===== src/verilog/mpwc_cfg.svh =====
`ifndef MPWC_CFG_SVH
`define MPWC_CFG_SVH

// Clock rate in kHz (50 MHz)
`define MPWC_CLK_KHZ      50000

// Power key low time that turns the module on, in ms
`define MPWC_T_ON_MIN_MS  500
`define MPWC_T_ON_MAX_MS  1000

// Power key low time that turns the module off, in ms
`define MPWC_T_OFF_MIN_MS 2500
`define MPWC_T_OFF_MAX_MS 4000

// Hardware reset low time that resets the module, in ms
`define MPWC_T_RST_MS     100

// Press accepted to USB D+ pull-up, in ms
`define MPWC_T_PD_MS      4000

// Internal power-on reset hold time, in ms
`define MPWC_T_POR_MS     10

// Width of the duration counters
`define MPWC_CNT_W        32

// Supply rail modes
`define MPWC_RAIL_OFF     2'h0
`define MPWC_RAIL_LOW     2'h1
`define MPWC_RAIL_ON      2'h2

`endif


===== src/verilog/mpwc_pkg.sv =====
`include "mpwc_cfg.svh"

package mpwc_pkg;

  // Power sequencer states, one-hot
  typedef enum logic [3:0] {
    MPWC_ST_OFF  = 4'h1,
    MPWC_ST_POR  = 4'h2,
    MPWC_ST_BOOT = 4'h4,
    MPWC_ST_RUN  = 4'h8
  } mpwc_state_t;

  // Mode of one external supply rail
  typedef logic [1:0] mpwc_rail_t;

  // All external supply outputs together
  typedef struct packed {
    mpwc_rail_t ext_supply_out_a;
    mpwc_rail_t ext_supply_out_b;
    mpwc_rail_t card_supply_out;
  } mpwc_supply_t;

endpackage : mpwc_pkg


===== src/verilog/mpwc_top.sv =====
`timescale 1ns/100ps
`include "mpwc_cfg.svh"

// What this block does
// - Off: key low 0.5-1 s powers on
// - On: key low 2.5-4 s powers off
// - Reset line low 100 ms resets hardware
// - Valid on press with stable supply gives power-on reset, then boot
// - D+ pull-up when boot completes, 4 s
// - After hardware reset, reboot and report start-up
// - No wake request seen: stay awake
// - Wake request high awake, low sleep
// - Wake output high wakes host, low sleeps
// - Supplies on active, low sleep, off down
module mpwc_top
  import mpwc_pkg::*;
#(
  parameter int unsigned ON_MIN_CYC  = `MPWC_T_ON_MIN_MS * `MPWC_CLK_KHZ,
  parameter int unsigned ON_MAX_CYC  = `MPWC_T_ON_MAX_MS * `MPWC_CLK_KHZ,
  parameter int unsigned OFF_MIN_CYC = `MPWC_T_OFF_MIN_MS * `MPWC_CLK_KHZ,
  parameter int unsigned OFF_MAX_CYC = `MPWC_T_OFF_MAX_MS * `MPWC_CLK_KHZ,
  parameter int unsigned RST_CYC     = `MPWC_T_RST_MS * `MPWC_CLK_KHZ,
  parameter int unsigned PD_CYC      = `MPWC_T_PD_MS * `MPWC_CLK_KHZ,
  parameter int unsigned POR_CYC     = `MPWC_T_POR_MS * `MPWC_CLK_KHZ
) (
  input  wire logic     clk_i,
  input  wire logic     sys_rst_i,
  input  wire logic     supply_good_i,
  input  wire logic     power_key_n_i,
  input  wire logic     hw_reset_n_i,
  input  wire logic     wake_req_i,
  input  wire logic     wake_host_req_i,
  output logic          core_reset_o,
  output logic          powered_o,
  output logic          sleep_o,
  output logic          usb_dplus_line_o,
  output logic          boot_complete_report_o,
  output logic          wake_host_o,
  output mpwc_supply_t  supply_o
);

  ////////////////////////////////////////////////////////////////////////
  // Declarations
  mpwc_state_t            state_reg;
  logic [`MPWC_CNT_W-1:0] cnt_reg;
  logic                   good1_reg;
  logic                   good2_reg;
  logic                   wake1_reg;
  logic                   wake2_reg;
  logic                   wake_seen_reg;
  logic                   key_low;
  logic                   key_rel;
  logic [`MPWC_CNT_W-1:0] key_len;
  logic                   rst_low;
  logic                   rst_hit;
  logic                   on_ok;
  logic                   off_ok;
  logic                   awake;

  // Length lies within [lo, hi)
  function automatic logic in_window(input logic [`MPWC_CNT_W-1:0] len,
                                     input int unsigned lo,
                                     input int unsigned hi);
    in_window = (len >= lo[`MPWC_CNT_W-1:0]) && (len < hi[`MPWC_CNT_W-1:0]);
  endfunction : in_window

  // Rail mode for the present power state
  function automatic mpwc_rail_t rail_mode(input mpwc_state_t st,
                                           input logic aw);
    if (st == MPWC_ST_OFF) begin
      rail_mode = `MPWC_RAIL_OFF;
    end else if (!aw) begin
      rail_mode = `MPWC_RAIL_LOW;
    end else begin
      rail_mode = `MPWC_RAIL_ON;
    end
  endfunction : rail_mode

  ////////////////////////////////////////////////////////////////////////
  // Pulse timers for power key and hardware reset pins
  mpwc_low_timer #(
    .HIT_CYC (OFF_MAX_CYC)
  ) u_key_timer (
    .clk_i     (clk_i),
    .sys_rst_i (sys_rst_i),
    .line_n_i  (power_key_n_i),
    .low_o     (key_low),
    .hit_o     (),
    .rel_o     (key_rel),
    .len_o     (key_len)
  );

  mpwc_low_timer #(
    .HIT_CYC (RST_CYC)
  ) u_rst_timer (
    .clk_i     (clk_i),
    .sys_rst_i (sys_rst_i),
    .line_n_i  (hw_reset_n_i),
    .low_o     (rst_low),
    .hit_o     (rst_hit),
    .rel_o     (),
    .len_o     ()
  );

  ////////////////////////////////////////////////////////////////////////
  // Synchronisers for supply-good and wake request pins
  always_ff @(posedge clk_i) begin
    if (sys_rst_i) begin
      good1_reg <= 1'b0;
      good2_reg <= 1'b0;
      wake1_reg <= 1'b0;
      wake2_reg <= 1'b0;
    end else begin
      good1_reg <= supply_good_i;
      good2_reg <= good1_reg;
      wake1_reg <= wake_req_i;
      wake2_reg <= wake1_reg;
    end
  end

  ////////////////////////////////////////////////////////////////////////
  // Key press qualification; other lengths change nothing
  assign on_ok  = key_rel && in_window(key_len, ON_MIN_CYC, ON_MAX_CYC);
  assign off_ok = key_rel && in_window(key_len, OFF_MIN_CYC, OFF_MAX_CYC);

  // Awake until a wake request is seen, then follow its level
  assign awake  = !wake_seen_reg || wake2_reg;

  ////////////////////////////////////////////////////////////////////////
  // Remember that the host has driven a wake request
  always_ff @(posedge clk_i) begin
    if (sys_rst_i) begin
      wake_seen_reg <= 1'b0;
    end else if (state_reg == MPWC_ST_OFF) begin
      wake_seen_reg <= 1'b0;
    end else if (wake2_reg) begin
      wake_seen_reg <= 1'b1;
    end
  end

  ////////////////////////////////////////////////////////////////////////
  // Power sequencer
  always_ff @(posedge clk_i) begin
    if (sys_rst_i) begin
      state_reg <= MPWC_ST_OFF;
      cnt_reg   <= '0;
    end else if (!good2_reg) begin
      state_reg <= MPWC_ST_OFF;                 // Supply lost: power down
      cnt_reg   <= '0;
    end else begin
      case (state_reg)
        MPWC_ST_OFF: begin
          if (on_ok) begin
            state_reg <= MPWC_ST_POR;
            cnt_reg   <= '0;
          end
        end
        MPWC_ST_POR: begin
          if (off_ok) begin
            state_reg <= MPWC_ST_OFF;
          end else if (rst_low) begin
            cnt_reg <= '0;                      // Hold reset while line is low
          end else if (cnt_reg >= POR_CYC[`MPWC_CNT_W-1:0] - 1'b1) begin
            state_reg <= MPWC_ST_BOOT;          // Boot on reset release
            cnt_reg   <= '0;
          end else begin
            cnt_reg <= cnt_reg + 1'b1;
          end
        end
        MPWC_ST_BOOT, MPWC_ST_RUN: begin
          if (off_ok) begin
            state_reg <= MPWC_ST_OFF;
          end else if (rst_hit) begin
            state_reg <= MPWC_ST_POR;
            cnt_reg   <= '0;
          end else if (state_reg == MPWC_ST_BOOT) begin
            if (cnt_reg >= PD_CYC[`MPWC_CNT_W-1:0] - POR_CYC[`MPWC_CNT_W-1:0] - 1'b1) begin
              state_reg <= MPWC_ST_RUN;
            end else begin
              cnt_reg <= cnt_reg + 1'b1;
            end
          end
        end
        default: begin
          state_reg <= MPWC_ST_OFF;
          cnt_reg   <= '0;
        end
      endcase
    end
  end

  ////////////////////////////////////////////////////////////////////////
  // Core reset, power and sleep indications
  always_ff @(posedge clk_i) begin
    if (sys_rst_i) begin
      core_reset_o <= 1'b1;
      powered_o    <= 1'b0;
      sleep_o      <= 1'b0;
    end else begin
      core_reset_o <= (state_reg == MPWC_ST_OFF) || (state_reg == MPWC_ST_POR);
      powered_o    <= (state_reg != MPWC_ST_OFF);
      sleep_o      <= (state_reg == MPWC_ST_RUN) && !awake;
    end
  end

  ////////////////////////////////////////////////////////////////////////
  // USB D+ pull-up and start-up report on boot completion
  always_ff @(posedge clk_i) begin
    if (sys_rst_i) begin
      usb_dplus_line_o       <= 1'b0;
      boot_complete_report_o <= 1'b0;
    end else begin
      usb_dplus_line_o       <= (state_reg == MPWC_ST_RUN);
      boot_complete_report_o <= (state_reg == MPWC_ST_RUN) && !usb_dplus_line_o;
    end
  end

  ////////////////////////////////////////////////////////////////////////
  // Wake line towards the host and external supply rails
  always_ff @(posedge clk_i) begin
    if (sys_rst_i) begin
      wake_host_o <= 1'b0;
      supply_o    <= '{`MPWC_RAIL_OFF, `MPWC_RAIL_OFF, `MPWC_RAIL_OFF};
    end else begin
      wake_host_o <= (state_reg == MPWC_ST_RUN) && wake_host_req_i;
      supply_o.ext_supply_out_a <= rail_mode(state_reg, awake);
      supply_o.ext_supply_out_b <= rail_mode(state_reg, awake);
      supply_o.card_supply_out  <= rail_mode(state_reg, awake);
    end
  end

endmodule : mpwc_top


===== src/verilog/mpwc_low_timer.sv =====
`timescale 1ns/100ps
`include "mpwc_cfg.svh"

module mpwc_low_timer
  import mpwc_pkg::*;
#(
  parameter int unsigned HIT_CYC = 16
) (
  input  wire logic                   clk_i,
  input  wire logic                   sys_rst_i,
  input  wire logic                   line_n_i,
  output logic                        low_o,
  output logic                        hit_o,
  output logic                        rel_o,
  output logic [`MPWC_CNT_W-1:0]      len_o
);

  logic                   sync1_reg;
  logic                   sync2_reg;
  logic [`MPWC_CNT_W-1:0] cnt_reg;

  ////////////////////////////////////////////////////////////////////////
  // Two-flop synchroniser for the pin, resets to the idle high level
  always_ff @(posedge clk_i) begin
    if (sys_rst_i) begin
      sync1_reg <= 1'b1;
      sync2_reg <= 1'b1;
    end else begin
      sync1_reg <= line_n_i;
      sync2_reg <= sync1_reg;
    end
  end

  ////////////////////////////////////////////////////////////////////////
  // Count low cycles, saturate, report length on release
  always_ff @(posedge clk_i) begin
    if (sys_rst_i) begin
      cnt_reg <= '0;
      low_o   <= 1'b0;
      hit_o   <= 1'b0;
      rel_o   <= 1'b0;
      len_o   <= '0;
    end else begin
      low_o <= ~sync2_reg;
      hit_o <= 1'b0;
      rel_o <= 1'b0;
      if (!sync2_reg) begin
        if (cnt_reg != '1) begin
          cnt_reg <= cnt_reg + 1'b1;
        end
        if (cnt_reg == HIT_CYC[`MPWC_CNT_W-1:0] - 1'b1) begin
          hit_o <= 1'b1;                        // Threshold reached while low
        end
      end else if (cnt_reg != '0) begin
        rel_o   <= 1'b1;                        // Low pulse ended
        len_o   <= cnt_reg;
        cnt_reg <= '0;
      end
    end
  end

endmodule : mpwc_low_timer


===== config.mk =====
export PLATFORM = sky130hd
export DESIGN_NAME = mpwc_top
export DESIGN_NICKNAME = d
export VERILOG_FILES = /design/src/verilog/mpwc_pkg.sv /design/src/verilog/mpwc_top.sv /design/src/verilog/mpwc_low_timer.sv
export VERILOG_INCLUDE_DIRS = /design/src /design/src/verilog
export SDC_FILE = /design/constraint.sdc
export NUM_CORES = 1
export LEC_CHECK = 0
export ABC_AREA = 0
export BUFFER_PORTS_ARGS = -buffer_cell sky130_fd_sc_hd__buf_2
export CORE_ASPECT_RATIO = 0.9
export CORE_MARGIN = 3
export CORE_UTILIZATION = 65
export CTS_CLUSTER_SIZE = 10
export DETAILED_ROUTE_END_ITERATION = 6
export PLACE_DENSITY = 0.9
export REMOVE_ABC_BUFFERS = 1
export SLEW_MARGIN = 15
export SYNTH_ARGS = -nofsm -noshare
export SYNTH_HDL_FRONTEND = slang
export SYNTH_HIERARCHICAL = 1
export SYNTH_SLANG_ARGS = --single-unit

===== constraint.sdc =====
create_clock -name clk_i -period 4.94 [get_ports clk_i]
set_input_delay 0.988 -clock clk_i [delete_from_list [all_inputs] [get_ports clk_i]]
set_output_delay 0.988 -clock clk_i [all_outputs]
set_load 0.02 [all_outputs]

Yosys cells after proc, flatten, opt, wreduce, memory -nomap -nowiden
Index checks and enable logic that the tools add are counted.
Storage, ports and cells
  bits in latches: 0
  bits in writable memories: 0
  output and inout bits: 12
  bits in registers: 152
  ROM bits: 0
  memories: 0
Operators by class
  $mul: 0
  eq/ne operators: 19
  bitwise operators: 3
  divide/modulo/power cells: 0
  add/sub/neg operators: 3
  shift operators: 0
  reductions and logical operators: 26
  multiplexer cells: 27
  magnitude comparators: 6
Operators by type and width (number)
  $mux W32: 14
  $add A32 B1 Y32 const B: 3
  $pmux W32 S3: 1
  $ne A32 B32 Y1 const B: 2
  $reduce_bool A32 Y1: 2
  $eq A32 B23 Y1 const B: 1
  $ge A32 B19 Y1 const B: 1
  $ge A32 B25 Y1 const B: 1
  $ge A32 B27 Y1 const B: 1
  $ge A32 B28 Y1 const B: 1
  $lt A32 B26 Y1 const B: 1
  $lt A32 B28 Y1 const B: 1
  $mux W4: 8
  $pmux W4 S3: 1
  $ne A2 B2 Y1 const B: 5
  $reduce_and A5 Y1: 2
  $reduce_or A2 Y1: 5
  $ne A4 B3 Y1 const B: 2
  $logic_and A1 B1 Y1: 7
  $ne A3 B2 Y1 const B: 2
  $ne A3 B3 Y1 const B: 2
  $reduce_and A2 Y1: 3
  $eq A4 B1 Y1 const B: 1
  $eq A4 B2 Y1 const B: 1
  9 further kinds: 16

Logic depth before layout (Yosys ltp)
Gate-level depths: netlist (run 1).
  depth in word-level cells: 6
  depth in mapped cells: 10
  depth with buffers taken out: 8

Cells and area by module
Netlist (run 1), hierarchy kept.
Modules (own cells, without submodules)
  mpwc_low_timer at u_key_timer: area each 2997.9 um^2, cells each 316, times used 1
  mpwc_top: area each 2939.1 um^2, cells each 382, times used 1
  mpwc_low_timer at u_rst_timer: area each 2920.3 um^2, cells each 320, times used 1

Worst setup path after synthesis (run 1)
OpenSTA, ideal clock, no wires.
  path kind: register -> register
  from: register, netlist name cnt_reg[0]
  to: register, netlist name cnt_reg[22]
  clock period less this slack: 2.333 ns
  buffers on the path: 0
  setup slack: 2.607 ns
  arrival time: 2.216 ns
  stages on the path, launching flop included: 9
  path through: dfxtp_1 -> ha_1 -> nand3_1 -> or3_1 -> or4b_1 -> or2_1 -> nand2_1 -> nand3_1 -> a32o_1

==> reports/metrics.csv, run 1 <==
metric;value;unit
drive_gt1_frac;0.103;
endpoint_kind;flip-flop;
cp_max_fo;16;
gp_congestion;0.909;
final_util;0.735;
drv_cap;0;
tns;0;ns
path_clk_slew;0.06;ns
synth.avg_cell_area;8.40;sq um
dr.pass1.iters;6;
grt_max_degree;55;
hold_slack;0.407;ns
clk_latency;0.42;ns
status;finished clean;
grt.total_usage;0.282;
start_kind;flip-flop;
place_hpwl;11600;um
wire_per_inst;17.1;um
ios;19;
setup-violations-final;0;
finalWirelength;17700;um
rows;36;
vias;6761;
post_cts_resized;0;
leakagePower;2.67;nW
grt_overflow_total;0;
initial_core_util;0.677;
root_buffer;clkbuf_16;
antenna_found_initial;0;
viasPerCell;6.52;
grt_pass1_wl;29800;um
clock-sinks;146;
synth_cells;890;
grt_setup_unrepaired;false;
regToRegSetupSlack;1.88;ns
drc;0;
ir_drop;0.244;mV
fp.dieH;108;um
min_period;3.06;ns
ant_nets;0;
diodes;0;
drt_iter0_drc;922;
die_area;12800;sq um
powerDensity;317;nW/um^2
hold_buffers;0;
yosysWarnings;6;
fmax;327;MHz
core;11000;sq um
hp-class;flip-flop to flip-flop;
portBuffers;18;
tightestPinTransition;1.15;ns
die-width;119;um
slew_viol_final;0;
finalHoldViolCount;0;
cts_setup_buffers;0;
critical_path_arrival;3.31;ns
htreeDepth;4;
cts_tree;done;
syn_area;7470;sq um
finalNetCount;885;
dp_slack;2.00;ns
clock-skew-final;0.00515;ns
area_delta_synth_final;8.54;%
slew_headroom;0.230;
numCtsBuffers;17;
critPathRequiredTime;5.20;ns
path_class;flip-flop to flip-flop;
fin_ws;1.88;ns
grt_pass1_vias;6115;
clockBufferDepth;2;
fin_crit_sh;0.619;
## final timing paths
path | from | end | depth (start not counted)
min | u_rst_timer/sync1_reg | u_rst_timer/sync2_reg | 1
min reg2reg | u_rst_timer/sync1_reg | u_rst_timer/sync2_reg | 1
max reg2reg | u_key_timer/len_o[28] | cnt_reg[30] | 7
max | u_key_timer/len_o[28] | cnt_reg[30] | 7
## cells in the final DEF, fill, tap and decap left out, types with 4 or more instances in the layout
cell type	count
clkinv_2	4
mux2i_1	24
buf_4	6
clkbuf_16	17
o31ai_1	9
and4_1	11
nand2_1	64
dfxtp_1	146
or4_1	11
nand4_1	35
or2_2	13
a41oi_1	4
nor2b_1	6
nor3_1	44
a32o_1	14
o21ai_1	6
inv_1	27
nand2b_1	8
o21ai_0	34
xor2_1	22
o21a_1	4
and2_1	7
a211oi_1	17
a21oi_1	46
nor2_1	65
nand3_1	59
a31oi_1	10
nor3b_1	6
ha_1	5
xnor2_1	30
and3_1	17
nor4_1	25
or3_1	5
o2111ai_1	4
buf_2	18
## metrics by stage
stage               std cells  total power, mW  area (sq um)
floorplan                 830             1.30          7190
global placement         1006             1.33          7530
detailed placement       1006             1.34          7530
CTS                      1037             2.58          8110
global route             1037             2.64          8110
finish                   1037             2.57          8110
## metal layers
metal / GRT usage / share of wire / vias to the layer above
met5: 0 / 0 / -
met4: 0.101 / 0.017 / 0
met3: 0.0499 / 0.081 / 35
met2: 0.437 / 0.46 / 327
met1: 0.394 / 0.44 / 3154
li1: - / - / 3245
## where the power goes
group	total, mW	internal [mW]	switching, mW
registers	1.21	1.19	0.0171
logic	0.106	0.0400	0.0660
clock network	1.26	0.753	0.505
total	2.57	1.98	0.588
## area by class of cell
type | instances | area (sq um)
well taps | 152 | 190
multi-input cells | 657 | 4180
repair buffers | 24 | 135
clock inverters | 13 | 138
fillers | 801 | 2930
flip-flops and latches | 146 | 2920
clock buffers | 18 | 439
inverters | 27 | 101
## critical path: stages, from the launching register on
cell and delay (ns):
dfxtp_1 0.33, nor4_4 0.46, o311ai_1 0.18, a31oi_1 0.25, nor2_1 0.14, a211o_1 0.44, o21ai_1 0.96, nor2_1 0.14
(Power assumes the default switching activity.)
==> run 2: changes to the inputs <==
Settings changed: CORE_UTILIZATION 65 to 57, PLACE_DENSITY 0.9 to 0.84.
Clock period 4.94 ns to 2.65 ns, I/O delays scaled along.
==> run 2 against run 1 <==
  * Global-route usage down 2.9 points
  * Sequential power up 86%
  * Fmax rose by 21%
  * Non-clock buffer count grew 33
  * Sequential share of layout area down 1.3 points
  * Largest cell class unchanged
  * Largest power group unchanged
  * Highest routed layer unchanged
==> reports/metrics.csv, run 2 (synthesis results as in run 1) <==
metric;value;unit;change
status;finished clean;;
portBuffers;18;;unchanged
numCtsBuffers;17;;unchanged
drv_cap;0;;unchanged
crit_start;u_key_timer/len_o[28];;
finalWirelength;18000;um;+1.6%
clock-sinks;146;;unchanged
reg2reg_depth;8;;+1
grt.total_usage;0.252;;-0.0292
htreeDepth;4;;unchanged
slew_viol_final;0;;unchanged
diodes;0;;unchanged
endpoint_kind;flip-flop;;
finalHoldViolCount;0;;unchanged
finalPower;4.87;mW;+89%
fin_crit_sh;0.951;;+0.332
critical_path_arrival;2.87;ns;-0.44 ns
gp_congestion;0.925;;+1.8%
clk_latency;0.42;ns;about the same
min_period;2.52;ns;-0.539 ns
seq_area;2920;sq um;unchanged
initial_core_util;0.587;;-0.0904
reg2reg_to;cnt_reg[16];;
layout_commonest_cell;dfxtp_1;;
grt_max_degree;38;;-31%
die-width;127;um;+6.4%
setup-violations-final;0;;unchanged
wire_per_inst;16.6;um;-2.6%
tightestPinTransition;0.791;ns;-0.355 ns
critPathRequiredTime;3.00;ns;-2.20 ns
slew_headroom;0.470;;+0.240
place_area;7800;sq um;+3.5%
setup.worst_path.end;cnt_reg[16];;
cp_max_fo;15;;-1
viasPerCell;6.32;;-3.1%
multiInputGateArea;4200;sq um;+0.42%
powerDensity;579;nW/um^2;+83%
leakagePower;2.85;nW;+7.0%
hp-class;primary input to flip-flop;;
grt_pass1_vias;6264;;+2.4%
hp-start;power_key_n_i;;
path_class;flip-flop to flip-flop;;
ant_nets;0;;unchanged
clock-skew-final;0.00783;ns;+0.00268 ns
ir_drop;0.467;mV;+91%
path_clk_slew;0.06;ns;about the same
regToRegSetupSlack;0.13;ns;-1.75 ns
drive_gt1_frac;0.139;;+0.0366
antenna_found_initial;0;;unchanged
fp.dieH;115;um;+6.4%
start_kind;flip-flop;;
grt_pass1_wl;30300;um;+1.6%
dp_slack;0.0309;ns;-1.96 ns
fmax;397;MHz;+21%
final_cell_mix;dfxtp_1 (146), nor2_1 (65), nand2_1 (64);;
clockBufferDepth;2;;unchanged
rows;39;;+8.3%
die_area;14500;sq um;+13%
hold_slack;0.299;ns;-0.108 ns
dr.pass1.iters;6;;unchanged
design_area;8410;sq um;+3.7%
hold_buffers;0;;unchanged
core;12700;sq um;+15%
grt_setup_unrepaired;true;;
area_delta_synth_final;12.6;%;
ios;19;;unchanged
final_cells;1082;;+4.3%
grt_overflow_total;0;;unchanged
place_hpwl;12200;um;+5.9%
fillers;1003;;+25%
cts_tree;done;;
place_inst;1051;;+4.5%
vias;6836;;+1.1%
root_buffer;clkbuf_16;;
drt_iter0_drc;748;;-19%
finalNetCount;918;;+3.7%
drc;0;;unchanged
r2r_start;u_key_timer/len_o[28];;
fin_ws;0.130;ns;-1.75 ns
run 2: cell count changes in the layout (fill, tap and decap cells not counted), moves of 2 or more:
cell,delta
clkinvlp_4,-2
clkinv_2,+2
clkinv_4,-2
buf_4,+32
run 2: where the power goes:
part           total [mW]  switching, mW  leakage [nW]  internal (mW)
Combinational       0.211          0.128          1.38         0.0828
Clock                2.41          0.895         0.295           1.51
Sequential           2.25         0.0264          1.18           2.22
Total                4.87           1.05          2.85           3.82
run 2: worst max-delay path, stage by stage, from the launching register on:
cell	delay, ns
dfxtp_1	0.33
nor4_4	0.42
o311ai_1	0.18
a31oi_1	0.27
nor2_1	0.11
a211o_1	0.29
buf_4	0.19
or4_1	0.51
a21oi_1	0.16
run 2: layout make-up:
| class | count | share of cell area |
|---|---|---|
| Sequential cell | 146 | 0.348 |
| Multi-Input combinational cell | 657 | 0.500 |
| Inverter | 27 | 0.0120 |
| Clock buffer | 20 | 0.0543 |
| Timing Repair Buffer | 57 | 0.0460 |
| Clock inverter | 11 | 0.0162 |
| Tap cell | 164 | 0.0244 |
run 2: routing by layer:
metal	track usage	wire length (um)	vias up
met4	0.0808	216	0
met3	0.0569	1340	23
met5	0	0	-
met2	0.388	8090	301
li1	-	-	3314
met1	0.353	8360	3198
run 2: through the flow:
step	util	setup TNS (ns)
floorplan	-	-66.40
global placement	0.612	0
detailed placement	0.612	0
CTS	0.659	0
global route	0.660	-0.0107
finish	0.660	0
run 2: how the worst min path moves through the flow:
stage	cells after the start	endpoint	slack, ns
3_5_place_dp	1	u_rst_timer/sync2_reg	0.40
2_1_floorplan	1	u_key_timer/sync2_reg	0.39
6_report	2	u_key_timer/sync1_reg	0.30
4_1_cts	2	u_key_timer/sync1_reg	0.29
5_1_grt	2	u_rst_timer/sync1_reg	0.29
3_3_place_gp	1	u_key_timer/sync2_reg	0.39
run 2: timing repair:
item,4_1_cts,5_1_grt
resized for setup,0,6
endpoints found under the setup margin,0,29
buffers inserted,0,0
endpoints found under the hold margin,0,0
==> run 3: changes to the inputs <==
Settings changed: CORE_ASPECT_RATIO 0.9 to 1.1.
==> run 3 against run 2 <==
  * Sequential cell count stayed put
  * Final area is 0.22% lower
  * Via count is 2.1% lower
  * Clock power hardly changed
  * Register-to-register slack hardly changed
  * Cell count is 1.1% lower
  * Combinational power is 3% higher
  * Critical path depth stayed put
  * Sequential power hardly changed
  * Fmax is 0.57% higher
  * Critical endpoint is now cnt_reg[22]
==> reports/metrics.csv, run 3 (synthesis results as in run 1) <==
metric;value;unit;change
status;finished clean;;
htreeDepth;4;;unchanged
numCtsBuffers;17;;unchanged
hold_buffers;0;;unchanged
setup-violations-final;0;;unchanged
fmax;399;MHz;+0.57%
root_buffer;clkbuf_16;;
path_cells;ha_2 > nand3_1 > or3_1 > or4b_1 > or2_1 > nand2_1 > nand3_1 > a32o_1;;
critPathMaxStageDelay;0.55;ns;+0.04 ns
fin_ws;0.144;ns;+0.0143 ns
grt_pass1_wl;28700;um;-5.2%
grt_pass1_vias;6177;;-1.4%
hp-class;primary input to flip-flop;;
antenna_found_initial;0;;unchanged
fp.dieH;126;um;+10%
hold_slack;0.287;ns;-0.0123 ns
min_period;2.51;ns;-0.0143 ns
dr.pass1.iters;5;;-1
ios;19;;unchanged
leakagePower;2.81;nW;-1.6%
clk_latency;0.42;ns;about the same
die-width;115;um;-9.1%
drv_cap;0;;unchanged
path_class;flip-flop to flip-flop;;
viasPerCell;6.26;;-0.98%
start_kind;flip-flop;;
grt_overflow_total;0;;unchanged
area_delta_synth_final;12.3;%;
drc;0;;unchanged
drive_gt1_frac;0.134;;-0.00581
powerDensity;580;nW/um^2;+0.28%
dp_slack;0.129;ns;+0.0985 ns
place_inst;1035;;-1.5%
gp_congestion;0.893;;-3.5%
ir_drop;0.355;mV;-24%
crit_family;simple AND/OR/NAND/NOR gates;;
path_common_cell;nand3_1;;
slew_headroom;0.467;;-0.00330
critPathSlowestCell;or4b_1;;
seq_area;2920;sq um;unchanged
clock-sinks;146;;unchanged
critPathRequiredTime;2.97;ns;-0.03 ns
initial_core_util;0.588;;+0.00179
finalHoldViolCount;0;;unchanged
final_cells;1070;;-1.1%
cp_max_fo;5;;-10
clockBufferDepth;2;;unchanged
tightestPinTransition;0.800;ns;+0.00864 ns
endpoint_kind;flip-flop;;
ant_nets;0;;unchanged
multiInputGateArea;4210;sq um;+0.18%
vias;6694;;-2.1%
critical_path_arrival;2.82;ns;-0.05 ns
layout_commonest_cell;dfxtp_1;;
die_area;14500;sq um;about the same
portBuffers;18;;unchanged
grt.total_usage;0.239;;-0.0133
path_clk_slew;0.06;ns;about the same
fin_crit_sh;0.946;;-0.00539
place_hpwl;11800;um;-3.6%
cts_tree;done;;
drt_iter0_drc;567;;-24%
final_cell_mix;dfxtp_1 (146), nor2_1 (65), nand2_1 (64);;
crit_buf_inv;0;;-1
finalPower;4.87;mW;about the same
rows;43;;+10%
grt_max_degree;33;;-13%
regToRegSetupSlack;0.14;ns;about the same
finalNetCount;912;;-0.65%
core;12700;sq um;-0.30%
clock-skew-final;0.00714;ns;-0.000686 ns
diodes;0;;unchanged
wire_per_inst;16.0;um;-3.6%
fillers;1011;;+0.80%
finalWirelength;17200;um;-4.6%
slew_viol_final;0;;unchanged
==> run 3: routing by layer <==
metal / wire [um] / global-route usage / vias to the layer above
met5: 0 / 0 / -
met4: 371 / 0.110 / 0
met3: 665 / 0.0432 / 33
met2: 8520 / 0.393 / 178
met1: 7610 / 0.302 / 3165
li1: - / - / 3318
==> run 3: area by class of cell <==
class                   instances  share of cell area
inverters                      27              0.0121
flip-flops and latches        146               0.348
clock inverters                15              0.0203
well taps                     157              0.0234
clock buffers                  17              0.0507
repair buffers                 51              0.0437
multi-input cells             657               0.502
==> run 3: final timing paths <==
path / from / endpoint / depth (start not counted)
worst max-delay path: cnt_reg[0] / cnt_reg[22] / 8
worst min-delay path: hw_reset_n_i / u_rst_timer/sync1_reg / 2
worst max register to register: cnt_reg[0] / cnt_reg[22] / 8
worst min register to register: u_rst_timer/sync1_reg / u_rst_timer/sync2_reg / 1
==> run 3: power by group <==
group	internal (mW)	leakage [nW]	switching, mW	total [mW]
Sequential	2.22	1.18	0.0294	2.25
Clock	1.41	0.276	0.994	2.40
Combinational	0.0921	1.35	0.126	0.218
==> run 3: per-stage QoR <==
step	setup TNS [ns]	util	area, sq um
2_1_floorplan	-66.40	-	7190
3_3_place_gp	0	0.610	7740
3_5_place_dp	0	0.610	7740
4_1_cts	0	0.656	8340
5_1_grt	-0.0285	0.661	8390
6_report	0	0.661	8390
==> run 3: timing repair <==
item	CTS	global route
setup endpoints to repair	0	34
resized for setup	0	6
setup buffers	0	3
hold endpoints to repair	0	0
